===== config.mk =====
export PLATFORM = sky130hd
export DESIGN_NAME = ccr_converter_control_regs
export DESIGN_NICKNAME = d
export VERILOG_FILES = /design/src/ccr_pkg.sv /design/src/ccr_field.sv /design/src/ccr_converter_control_regs.sv
export SDC_FILE = /design/constraint.sdc
export NUM_CORES = 1
export LEC_CHECK = 0
export BUFFER_PORTS_ARGS = -buffer_cell sky130_fd_sc_hd__buf_4
export CELL_PAD_IN_SITES_DETAIL_PLACEMENT = 2
export CELL_PAD_IN_SITES_GLOBAL_PLACEMENT = 2
export CORE_MARGIN = 3
export CORE_UTILIZATION = 35
export DETAILED_ROUTE_END_ITERATION = 10
export GPL_TIMING_DRIVEN = 0
export PLACE_DENSITY_LB_ADDON = 0.25
export SYNTH_ARGS = -nofsm -noshare
export SYNTH_HDL_FRONTEND = slang
export SYNTH_SLANG_ARGS = --single-unit

===== constraint.sdc =====
create_clock -name clk_sys -period 3.64 [get_ports clk_sys]
set_input_delay 0.546 -clock clk_sys [delete_from_list [all_inputs] [get_ports clk_sys]]
set_output_delay 0.546 -clock clk_sys [all_outputs]
set_load 0.05 [all_outputs]

===== src/ccr_pkg.sv =====
// constants for the converter control register bank
package ccr_pkg;

  // ----------------------------------------------------------------
  // register map
  // ----------------------------------------------------------------
  localparam logic [7:0] CCR_ADDR_STEP_DOWN_TWO_CONTROL = 8'h06;
  localparam logic [7:0] CCR_ADDR_BUCK_BOOST_CONTROL = 8'h07;

  // ----------------------------------------------------------------
  // field positions
  // ----------------------------------------------------------------
  localparam int CCR_RSVD_BIT = 7;
  localparam int CCR_SD_EN_BIT = 6;
  localparam int CCR_SD_PWM_BIT = 5;
  localparam int CCR_BB_PWM_BIT = 6;
  localparam int CCR_BB_EN_BIT = 5;
  localparam int CCR_VSEL_MSB = 4;
  localparam int CCR_VSEL_W = 5;

  // ----------------------------------------------------------------
  // reset values and codes
  // ----------------------------------------------------------------
  localparam logic CCR_SD_EN_RST = 1'b1;
  localparam logic CCR_SD_PWM_RST = 1'b0;
  localparam logic CCR_BB_EN_RST = 1'b1;
  localparam logic CCR_BB_PWM_RST = 1'b0;
  localparam logic [4:0] CCR_VSEL_DEF_SD = 5'h0F;
  localparam logic [4:0] CCR_VSEL_DEF_BB = 5'h1F;
  localparam logic [4:0] CCR_VSEL_OFF = 5'h00;

  // ----------------------------------------------------------------
  // voltage code classes for the step-down converter
  // ----------------------------------------------------------------
  typedef enum logic [1:0]
  {
    CCR_SD_EXT_FB = 2'h0,
    CCR_SD_STEPPED = 2'h1,
    CCR_SD_TOP = 2'h3
  } ccr_sd_mode_type;

endpackage : ccr_pkg


===== src/ccr_field.sv =====
// one writable control field with byte-write update
`timescale 1ns/1ps
module ccr_field
  import ccr_pkg::*;
#(
  parameter int WIDTH = 1,
  parameter logic [WIDTH-1:0] RST_VAL = '0
)
(
  input wire logic clk_sys,
  input wire logic rst,
  input wire logic wr_en,
  input wire logic [WIDTH-1:0] wr_data,
  output logic [WIDTH-1:0] value
);

  logic [WIDTH-1:0] val_ff;
  wire logic [WIDTH-1:0] nxt_val = wr_en ? wr_data : val_ff;

  always_ff @(posedge clk_sys or posedge rst)
  begin
    if (rst)
      val_ff <= RST_VAL;
    else
      val_ff <= nxt_val;
  end

  assign value = val_ff;

endmodule : ccr_field


===== src/ccr_converter_control_regs.sv =====
// register bank controlling the io step-down and buck-boost converters
//
// Summary of operation
// - offset 06h bit 6 enables the io step-down converter and resets to 1.
// - offset 06h bit 5 forces fixed-frequency modulation when set, automatic when 0, reset 0.
// - step-down code 00h means external feedback, 01h-0Fh 1.8-3.2 V, any 1xh 3.3 V.
// - offset 07h bit 6 forces fixed-frequency modulation when set, reset 0.
// - the buck-boost comes up enabled at power-on without software action.
// - the buck-boost is off whenever its voltage code is zero, whatever the enable.
// - while the buck-boost is off with a nonzero voltage code its output pull-down control is asserted.
// - with a zero voltage code the pull-down control is released.
// - the buck-boost code reset value is a factory default parameter.
// - both registers are reached through the serial control interface write/read port.
`timescale 1ns/1ps
module ccr_converter_control_regs
  import ccr_pkg::*;
#(
  parameter logic [4:0] SD_VSEL_DEFAULT = CCR_VSEL_DEF_SD,
  parameter logic [4:0] BB_VSEL_DEFAULT = CCR_VSEL_DEF_BB
)
(
  input wire logic clk_sys,
  input wire logic rst,
  input wire logic reg_wr,
  input wire logic reg_rd,
  input wire logic [7:0] reg_addr,
  input wire logic [7:0] reg_wdata,
  output logic [7:0] reg_rdata,
  output logic reg_rvalid,
  output logic sd_enable,
  output logic sd_force_pwm,
  output logic [4:0] sd_vsel,
  output logic sd_ext_feedback,
  output logic bb_enable,
  output logic bb_force_pwm,
  output logic [4:0] bb_vsel,
  output logic bb_pulldown
);

  // ----------------------------------------------------------------
  // address decode
  // ----------------------------------------------------------------
  wire logic sel_sd = (reg_addr == CCR_ADDR_STEP_DOWN_TWO_CONTROL);
  wire logic sel_bb = (reg_addr == CCR_ADDR_BUCK_BOOST_CONTROL);
  wire logic wr_sd = reg_wr & sel_sd;
  wire logic wr_bb = reg_wr & sel_bb;

  // ----------------------------------------------------------------
  // step-down register fields
  // ----------------------------------------------------------------
  logic [6:0] sd_reg;

  ccr_field #(.WIDTH(1), .RST_VAL(CCR_SD_EN_RST)) u_sd_en
  (
    .clk_sys(clk_sys),
    .rst(rst),
    .wr_en(wr_sd),
    .wr_data(reg_wdata[CCR_SD_EN_BIT]),
    .value(sd_reg[CCR_SD_EN_BIT])
  );

  ccr_field #(.WIDTH(1), .RST_VAL(CCR_SD_PWM_RST)) u_sd_pwm
  (
    .clk_sys(clk_sys),
    .rst(rst),
    .wr_en(wr_sd),
    .wr_data(reg_wdata[CCR_SD_PWM_BIT]),
    .value(sd_reg[CCR_SD_PWM_BIT])
  );

  ccr_field #(.WIDTH(CCR_VSEL_W), .RST_VAL(SD_VSEL_DEFAULT)) u_sd_vsel
  (
    .clk_sys(clk_sys),
    .rst(rst),
    .wr_en(wr_sd),
    .wr_data(reg_wdata[CCR_VSEL_MSB:0]),
    .value(sd_reg[CCR_VSEL_MSB:0])
  );

  // ----------------------------------------------------------------
  // buck-boost register fields
  // ----------------------------------------------------------------
  logic [6:0] bb_reg;

  ccr_field #(.WIDTH(1), .RST_VAL(CCR_BB_EN_RST)) u_bb_en
  (
    .clk_sys(clk_sys),
    .rst(rst),
    .wr_en(wr_bb),
    .wr_data(reg_wdata[CCR_BB_EN_BIT]),
    .value(bb_reg[CCR_BB_EN_BIT])
  );

  ccr_field #(.WIDTH(1), .RST_VAL(CCR_BB_PWM_RST)) u_bb_pwm
  (
    .clk_sys(clk_sys),
    .rst(rst),
    .wr_en(wr_bb),
    .wr_data(reg_wdata[CCR_BB_PWM_BIT]),
    .value(bb_reg[CCR_BB_PWM_BIT])
  );

  ccr_field #(.WIDTH(CCR_VSEL_W), .RST_VAL(BB_VSEL_DEFAULT)) u_bb_vsel
  (
    .clk_sys(clk_sys),
    .rst(rst),
    .wr_en(wr_bb),
    .wr_data(reg_wdata[CCR_VSEL_MSB:0]),
    .value(bb_reg[CCR_VSEL_MSB:0])
  );

  // ----------------------------------------------------------------
  // converter control derivation
  // ----------------------------------------------------------------
  ccr_sd_mode_type sd_mode;
  assign sd_mode = (sd_reg[CCR_VSEL_MSB:0] == CCR_VSEL_OFF) ? CCR_SD_EXT_FB :
                   sd_reg[CCR_VSEL_MSB] ? CCR_SD_TOP : CCR_SD_STEPPED;
  // any 1xh code collapses to the 3.3 V setting
  wire logic [4:0] sd_vsel_eff = (sd_mode == CCR_SD_TOP) ? 5'h10 :
                                 sd_reg[CCR_VSEL_MSB:0];
  wire logic bb_code_zero = (bb_reg[CCR_VSEL_MSB:0] == CCR_VSEL_OFF);
  wire logic bb_on = bb_reg[CCR_BB_EN_BIT] & ~bb_code_zero;
  // a zero code leaves the output floating, so only a real off pulls it down
  wire logic bb_pd = ~bb_on & ~bb_code_zero;

  // read mux, bit 7 held at zero
  wire logic [7:0] rd_mux = sel_sd ? {1'b0, sd_reg} :
                            sel_bb ? {1'b0, bb_reg} : 8'h00;

  // ----------------------------------------------------------------
  // registered outputs
  // ----------------------------------------------------------------
  logic [7:0] rdata_ff;
  logic rvalid_ff;
  logic sd_en_ff;
  logic sd_pwm_ff;
  logic [4:0] sd_vsel_ff;
  logic sd_ext_ff;
  logic bb_en_ff;
  logic bb_pwm_ff;
  logic [4:0] bb_vsel_ff;
  logic bb_pd_ff;

  // ----------------------------------------------------------------
  // next values of the output flops
  // ----------------------------------------------------------------
  // read data holds until the next read strobe
  wire logic [7:0] nxt_rdata = reg_rd ? rd_mux : rdata_ff;
  wire logic nxt_rvalid = reg_rd;
  wire logic nxt_sd_en = sd_reg[CCR_SD_EN_BIT];
  wire logic nxt_sd_pwm = sd_reg[CCR_SD_PWM_BIT];
  wire logic [4:0] nxt_sd_vsel = sd_vsel_eff;
  wire logic nxt_sd_ext = (sd_mode == CCR_SD_EXT_FB);
  wire logic nxt_bb_en = bb_on;
  wire logic nxt_bb_pwm = bb_reg[CCR_BB_PWM_BIT];
  wire logic [4:0] nxt_bb_vsel = bb_reg[CCR_VSEL_MSB:0];
  wire logic nxt_bb_pd = bb_pd;

  // ----------------------------------------------------------------
  // read answer flops
  // ----------------------------------------------------------------
  always_ff @(posedge clk_sys or posedge rst)
  begin
    if (rst)
    begin
      rdata_ff <= 8'h00;
    end
    else
    begin
      rdata_ff <= nxt_rdata;
    end
  end

  always_ff @(posedge clk_sys or posedge rst)
  begin
    if (rst)
    begin
      rvalid_ff <= 1'b0;
    end
    else
    begin
      rvalid_ff <= nxt_rvalid;
    end
  end

  // ----------------------------------------------------------------
  // step-down output flops
  // ----------------------------------------------------------------
  always_ff @(posedge clk_sys or posedge rst)
  begin
    if (rst)
    begin
      sd_en_ff <= 1'b0;
    end
    else
    begin
      sd_en_ff <= nxt_sd_en;
    end
  end

  always_ff @(posedge clk_sys or posedge rst)
  begin
    if (rst)
    begin
      sd_pwm_ff <= 1'b0;
    end
    else
    begin
      sd_pwm_ff <= nxt_sd_pwm;
    end
  end

  always_ff @(posedge clk_sys or posedge rst)
  begin
    if (rst)
    begin
      sd_vsel_ff <= 5'h00;
    end
    else
    begin
      sd_vsel_ff <= nxt_sd_vsel;
    end
  end

  always_ff @(posedge clk_sys or posedge rst)
  begin
    if (rst)
    begin
      sd_ext_ff <= 1'b0;
    end
    else
    begin
      sd_ext_ff <= nxt_sd_ext;
    end
  end

  // ----------------------------------------------------------------
  // buck-boost output flops
  // ----------------------------------------------------------------
  always_ff @(posedge clk_sys or posedge rst)
  begin
    if (rst)
    begin
      bb_en_ff <= 1'b0;
    end
    else
    begin
      bb_en_ff <= nxt_bb_en;
    end
  end

  always_ff @(posedge clk_sys or posedge rst)
  begin
    if (rst)
    begin
      bb_pwm_ff <= 1'b0;
    end
    else
    begin
      bb_pwm_ff <= nxt_bb_pwm;
    end
  end

  always_ff @(posedge clk_sys or posedge rst)
  begin
    if (rst)
    begin
      bb_vsel_ff <= 5'h00;
    end
    else
    begin
      bb_vsel_ff <= nxt_bb_vsel;
    end
  end

  always_ff @(posedge clk_sys or posedge rst)
  begin
    if (rst)
    begin
      bb_pd_ff <= 1'b0;
    end
    else
    begin
      bb_pd_ff <= nxt_bb_pd;
    end
  end

  // ----------------------------------------------------------------
  // output ports
  // ----------------------------------------------------------------
  assign reg_rdata = rdata_ff;
  assign reg_rvalid = rvalid_ff;
  assign sd_enable = sd_en_ff;
  assign sd_force_pwm = sd_pwm_ff;
  assign sd_vsel = sd_vsel_ff;
  assign sd_ext_feedback = sd_ext_ff;
  assign bb_enable = bb_en_ff;
  assign bb_force_pwm = bb_pwm_ff;
  assign bb_vsel = bb_vsel_ff;
  assign bb_pulldown = bb_pd_ff;

endmodule : ccr_converter_control_regs


; ---- Yosys cells after proc, flatten, opt, wreduce, memory -nomap -nowiden
; Index checks and enable logic that the tools add are counted.
[classes]
n_shift = 0
eq_ne = 3
bitwise = 6
multipliers = 0
order_cmp = 0
add_sub_neg = 0
n_mux = 5
n_reduce_logical = 3
div_mod_pow = 0
[op_table]
columns = op, count
row1 = "8-bit by 3-bit == test with 1-bit output, second input constant", 2
row2 = 7-bit 2-to-1 mux, 2
row3 = 5-bit logical NOT, 2
row4 = 5-bit 2-to-1 mux, 1
row5 = 1-bit bitwise AND, 4
row6 = 2-bit 2-to-1 mux, 2
row7 = "2-bit == test, second input constant", 1
row8 = 2-bit logical NOT, 1
row9 = 1-bit NOT, 2
[word_totals]
memories = 0
reg_bits = 39
rom_bits = 0
latchBits = 0
mem_bits_rw = 0
output_inout_bits = 25
elab_cells = 33

; ---- Logic depth before layout (Yosys ltp)
; Gate-level depths: netlist of the first run.
[logic_depth]
word_depth = 5
depth_mapped = 5
mapped_depth_nobuf = 3

; ---- Cells and area by module
; Synthesis of the first run repeated with hierarchy kept, for this count alone.
[unflattened]
hier_cells = 103
area_unflattened_um2 = 1473.9
[modules_own_cells]
columns = mod, area_each_um2, cells_per_inst, n_inst
row1 = ccr_converter_control_regs, 914.6, 69, 1
row2 = ccr_field at u_bb_vsel, 191.4, 11, 1
row3 = ccr_field at u_sd_vsel, 190.2, 11, 1
row4 = ccr_field at u_bb_en ..., 45.0, 3, 2
row5 = ccr_field at u_bb_pwm ..., 43.8, 3, 2

; ---- Least setup slack after synthesis of the first run
; Ideal clock, no wire load.
[synth_timing]
kind = input -> register
start = input port reg_addr[5]
end = register u_bb_pwm.val_ff, in the netlist u_bb_pwm.value
arrival_ns = 2.011
required_time_ns = 3.515
cell_stages = 4
path_slack_ns = 1.504
setup_time_ns = 0.125
path_cell_list = or4_4 -> or4_4 -> buf_6 -> mux2_4
[synth_via]
elab_chain_len = 2
[synth_lines]
columns = item, line_no
row1 = from (decl), ccr_converter_control_regs.sv:26  ; input wire logic [7:0] reg_addr,
row2 = 8-bit by 3-bit == test with 1-bit output, ccr_converter_control_regs.sv:44  ; wire logic sel_bb = (reg_addr == CCR_ADDR_BUCK_BOOST_CONTROL);
row3 = 1-bit bitwise AND, ccr_converter_control_regs.sv:46  ; wire logic wr_bb = reg_wr & sel_bb;
row4 = to (signal assigned), ccr_field.sv:25  ; val_ff <= nxt_val;
row5 = to (decl), ccr_field.sv:17  ; logic [WIDTH-1:0] val_ff;
; No other way between the ends.
; A chain may end at the register's enable or synchronous reset.

; ---- Worst setup path in the final report of the first run
[layout_timing]
start = input port reg_addr[5]
end = register u_sd_vsel.val_ff[4], in the netlist u_sd_vsel.value[4]
[layout_via]
elab_chain_len = 2
[layout_lines]
columns = item, line_no
row1 = 8-bit by 3-bit == test with 1-bit output, ccr_converter_control_regs.sv:43  ; wire logic sel_sd = (reg_addr == CCR_ADDR_STEP_DOWN_TWO_CONTROL);
row2 = 1-bit bitwise AND, ccr_converter_control_regs.sv:45  ; wire logic wr_sd = reg_wr & sel_sd;
row3 = to (signal assigned), ccr_field.sv:25
row4 = to (decl), ccr_field.sv:17
; No other way between the ends.

==> results.json, run 1 <==
{
  "rsz0062_at_grt": "no",
  "yosys.area.top_type": "dfrtp_1",
  "start_util": 0.367,
  "path_cells": "buf_4 -> or4_4 -> nor4_4 -> mux2_2",
  "final_util": 0.487,
  "cts_tree": "done",
  "hold_class": "in2async",
  "htree_levels": 2,
  "first_pass_iters": 4,
  "synthTopCellsByArea": "dfrtp_1, dfstp_2, mux2_2, mux2_4, o22ai_1",
  "setup_tns_ns": 0,
  "syn_area_per_cell_um2": 14.2,
  "r2r_slack_ns": 2.37,
  "cts.sinks": 38,
  "num-fill-cells": 388,
  "syn_inst": 105,
  "diodes": 0,
  "design_area_mm2": 0.00198,
  "layout_common_cells": "buf_4, dfrtp_1, mux2_2",
  "cts_resized": 0,
  "synthesis.nets": 125,
  "clock.fmax_mhz": 490,
  "path_clk_slew_ns": 0.07,
  "detailedPlacementHpwl_mm": 2.65,
  "rr_startpoint": "u_bb_vsel.value[1]",
  "vias_per_cell": 4.87,
  "drcViolationCount": 0,
  "crit_arrival_ns": 2.20,
  "routabilityCongestion": 0.743,
  "ys_types": 18,
  "p_leak_nw": 0.984,
  "ys_seq_elements": 38,
  "ys_seq_area_frac": 0.648,
  "gr-usage-all-layers": 0.154,
  "power.density_mw_per_mm2": 442,
  "reg2regPathDepth": 3,
  "setup_viol": 0,
  "wl_per_cell_um": 16.8,
  "clock_path_buffers": 2,
  "synthToLayoutAreaGrowth_pct": 32.9,
  "synth-warning-count": 0,
  "drive_gt1_frac": 0.561,
  "final_common_cell": "buf_4",
  "cp_slowest_stage_delay_ns": 0.58,
  "endpoint_kind": "flop",
  "numCtsBuffers": 5,
  "antenna_found_initial": 0,
  "ant_nets": 0,
  "fp.dieW_um": 71.2,
  "critPathKind": "in2reg",
  "min_period_over_period": 0.561,
  "die_h_um": 71.2,
  "crit_path_max_fanout": 7,
  "maxSlewHeadroom": 0.517,
  "skew_ns": 0.00320,
  "clk-insertion-delay-late_ns": 0.28,
  "drv_slew": 0,
  "port_buffers": 41,
  "vias": 998,
  "root_buffer": "clkbuf_8",
  "layout_min_cycle_time_ns": 2.04,
  "grt_max_degree": 23,
  "total_power_mw": 0.874,
  "synth_area_mm2": 0.00149,
  "holdBufCountCts": 0,
  "ios": 45,
  "hold_viol_final": 0,
  "grt-ovfl-total": 0,
  "fin_nets": 174,
  "place_area_mm2": 0.00189,
  "rows": 23,
  "worstPathRequired_ns": 3.80,
  "drt_iter0_drc": 43,
  "path_buf_inv": 1,
  "status": "finished clean",
  "grt_first_pass_wirelength_mm": 5.93,
  "ir_worst_vdd_v": 0.000326,
  "r2r_end": "bb_enable",
  "crit_slowest_cell": "nor4_4",
  "grt_pass1_vias": 1195,
  "synth_top_area_share": 0.454,
  "worst-slew-pin-transition_ns": 0.724,
  "design.core.area_mm2": 0.00406,
  "postCtsSetupRepairBufs": 0,
  "cap_violations": 0,
  "path_delay_family": "simple AND/OR/NAND/NOR gates",
  "crit_path_start_kind": "primary input",
  "drt-total-wl_mm": 3.45,
  "die_area_mm2": 0.00507
}
## layer usage
| metal | GRT usage | share of wire | up-vias |
|---|---|---|---|
| li1 | - | - | 444 |
| met1 | 0.169 | 0.36 | 512 |
| met2 | 0.282 | 0.57 | 37 |
| met3 | 0.0469 | 0.060 | 5 |
| met4 | 0.0501 | 0.012 | 0 |
| met5 | 0 | 0 | - |
## registers in the layout (all words and copies together), names as in the netlist, 5 cells and up
signal / count
u_sd_vsel.value: 5
sd_vsel: 5
u_bb_vsel.value: 5
bb_vsel: 5
reg_rdata: 7
## final cells by class
class	count	area [um2]	share of cell area
Timing Repair Buffer	42	335	0.170
Clock buffer	7	86.3	0.0437
Clock inverter	1	5.00	0.00253
Multi-Input combinational cell	51	452	0.228
Tap cell	50	62.6	0.0316
Buffer	6	33.8	0.0171
Inverter	10	37.5	0.0190
Sequential cell	38	965	0.488
## kinds of logic after synthesis
family / Yosys count / synth area share
other cells: 1 / 0.00252
compound gates: 7 / 0.0294
simple gates: 22 / 0.0950
mux: 21 / 0.177
buf+inv: 16 / 0.0479
flops: 38 / 0.648
## synth_stat cells, drive strengths merged
library cell / count
nand3b: 1
clkbuf: 4
nor2: 3
nand2: 7
dfstp: 11
or2: 1
buf: 2
dfrtp: 27
nor4: 1
o22ai: 7
or4: 4
inv: 10
mux2: 21
nor2b: 5
conb: 1
## stage by stage
step / hold WS [ns] / worst slack (ns) / cells
after CTS: 0.415 / 1.59 / 205
after floorplan: 0.367 / 1.50 / 105
after global placement: 0.389 / 1.33 / 196
after detailed placement: 0.400 / 1.30 / 197
after global routing: 0.413 / 1.57 / 205
final: 0.392 / 1.60 / 205
## worst max-delay path by stage
stage | start | endpoint | slack, ns | depth (start not counted)
2_1_floorplan | reg_addr[5] | u_bb_pwm.value | 1.50 | 4
6_report | reg_addr[5] | u_sd_vsel.value[4] | 1.60 | 4
3_3_place_gp | reg_addr[5] | u_sd_vsel.value[4] | 1.33 | 4
3_5_place_dp | reg_addr[5] | u_sd_vsel.value[4] | 1.30 | 4
4_1_cts | reg_addr[5] | u_sd_vsel.value[4] | 1.59 | 4
5_1_grt | reg_addr[5] | u_sd_vsel.value[4] | 1.57 | 4
## power breakdown
| group | internal [mW] | switching [mW] |
|---|---|---|
| Sequential | 0.446 | 0.0117 |
| Combinational | 0.0488 | 0.0784 |
| Clock | 0.153 | 0.136 |
| Total | 0.648 | 0.226 |
(Power assumes the default switching activity.)
==> run 2: changes to the inputs <==
CORE_UTILIZATION = 33   (was 35)
clock period = 2.1 ns   (was 3.64 ns; I/O delays follow)
==> run 2 against run 1 <==
Utilization down 2.2 points; sequential cell count unchanged; sequential share of layout area grew 0.91 points; final cell count down 0.49%; register-to-register slack got worse by 1.5 ns; critical path type unchanged; critical endpoint is now u_bb_pwm.value; largest cell class unchanged; largest power group unchanged.
==> results.json, run 2 (synthesis results as in run 1) <==
{
  "status": "finished clean",
  "path_clk_slew_ns": 0.07,
  "holdBufCountCts": 0,
  "intPower_mw": 1.08,
  "clk-insertion-delay-late_ns": 0.29,
  "path_delay_family": "simple AND/OR/NAND/NOR gates",
  "setup_tns_ns": 0,
  "path_cells": "buf_4 -> or4_4 -> or4_4 -> buf_6 -> mux2_4",
  "drive_gt1_frac": 0.565,
  "crit_arrival_ns": 1.92,
  "switching_share": 0.265,
  "ios": 45,
  "synthToLayoutAreaGrowth_pct": 30.4,
  "p_leak_nw": 0.967,
  "die_h_um": 73.1,
  "drt_iter0_drc": 39,
  "clock_path_buffers": 2,
  "grt_first_pass_wirelength_mm": 5.78,
  "total_power_mw": 1.47,
  "final_common_cell": "buf_4",
  "setup_viol": 0,
  "hold_class": "in2async",
  "design.core.area_mm2": 0.00417,
  "path_buf_inv": 2,
  "largest_reg_flops": 7,
  "seqCellArea_um2": 965,
  "holdWs_ns": 0.176,
  "cts_resized": 0,
  "rows": 23,
  "worst-slew-pin-transition_ns": 0.779,
  "gr-usage-all-layers": 0.147,
  "fp.dieW_um": 73.1,
  "layout_min_cycle_time_ns": 1.75,
  "grt_max_degree": 39,
  "crit_slowest_cell": "or4_4",
  "root_buffer": "clkbuf_8",
  "grt-ovfl-total": 0,
  "postCtsSetupRepairBufs": 0,
  "design_area_mm2": 0.00194,
  "drv_slew": 0,
  "met2_usage": 0.263,
  "diodes": 0,
  "grt_use_met3": 0.0441,
  "ant_nets": 0,
  "first_pass_iters": 4,
  "die_area_mm2": 0.00535,
  "p_switching_mw": 0.391,
  "wl_per_cell_um": 16.5,
  "dp_slack_ns": 0.0401,
  "critical_path.most_common_cell": "or4_4",
  "cap_violations": 0,
  "grt_pass1_vias": 1152,
  "rsz0062_at_grt": "no",
  "antenna_found_initial": 0,
  "hold_viol_final": 0,
  "cts.sinks": 38,
  "detailedPlacementHpwl_mm": 2.56,
  "multi_input_area_um2": 452,
  "final_util": 0.465,
  "vias_per_cell": 4.66,
  "ir_worst_vdd_v": 0.000273,
  "start_util": 0.357,
  "critPathKind": "in2reg",
  "clockPowerShare": 0.318,
  "skew_ns": 0.00737,
  "dp.cells": 196,
  "maxSlewHeadroom": 0.480,
  "groute.layer.met1.usage": 0.160,
  "fin_nets": 173,
  "worstPathRequired_ns": 2.27,
  "crit_path_max_fanout": 7,
  "drcViolationCount": 0,
  "cp_slowest_stage_delay_ns": 0.55,
  "crit_path_start_kind": "primary input",
  "vias": 951,
  "power_frac_seq": 0.538,
  "place_area_mm2": 0.00186,
  "htree_levels": 2,
  "fin_ws_ns": 0.346,
  "p_comb_frac": 0.144,
  "cts_tree": "done",
  "clock.fmax_mhz": 570,
  "layout.cells.non_filler": 204,
  "layout_common_cells": "buf_4, dfrtp_1, mux2_2",
  "power.density_mw_per_mm2": 759,
  "drt-total-wl_mm": 3.37,
  "numCtsBuffers": 5,
  "top_usage_layer": "met2",
  "endpoint_kind": "flop",
  "routabilityCongestion": 0.748,
  "num-fill-cells": 420,
  "min_period_over_period": 0.835,
  "port_buffers": 41
}
==> run 2: cell count changes in the layout (fill, tap and decap cells not counted) <==
cell      before  now
clkbuf_8       6    5
inv_1         10    9
buf_16         1    0
inv_2          0    1
clkinv_2       1    2
==> run 2: layout make-up <==
class / instances / share of cell area
inverter: 10 / 0.0193
clock buffer: 6 / 0.0374
timing repair buffer: 41 / 0.159
tap: 50 / 0.0322
multi-input combinational: 51 / 0.233
buffer: 6 / 0.0174
clock inverter: 2 / 0.00516
sequential: 38 / 0.497
==> run 2: worst paths after layout <==
path / startpoint / depth (start not counted) / slack [ns] / to
worst max-delay path: reg_addr[5] / 5 / 0.35 / u_bb_pwm.value
worst min-delay path: rst / 2 / 0.18 / bb_vsel[4]
worst max register to register: u_bb_vsel.value[1] / 3 / 0.84 / bb_enable
worst min register to register: u_sd_pwm.value / 0 / 0.41 / sd_force_pwm
max in group asynchronous: rst / 2 / 1.42 / reg_rdata[6]
min in group clk_sys: reg_rd / 1 / 0.19 / reg_rvalid
==> run 2: routing by layer <==
layer  up-vias  share of wire  wire length (um)
met2        31           0.55              1840
li1        440              -                 -
met1       475           0.38              1270
met3         5          0.063               211
met5         -              0                 0
met4         0          0.015                50
==> run 2: power by group through the flow <==
stage	Clock (mW)	Sequential [mW]	Combinational [mW]
2_1_floorplan	0	0.875	0.0641
3_3_place_gp	0	0.804	0.211
3_5_place_dp	0	0.807	0.216
4_1_cts	0.490	0.794	0.216
5_1_grt	0.527	0.799	0.228
6_report	0.468	0.793	0.212
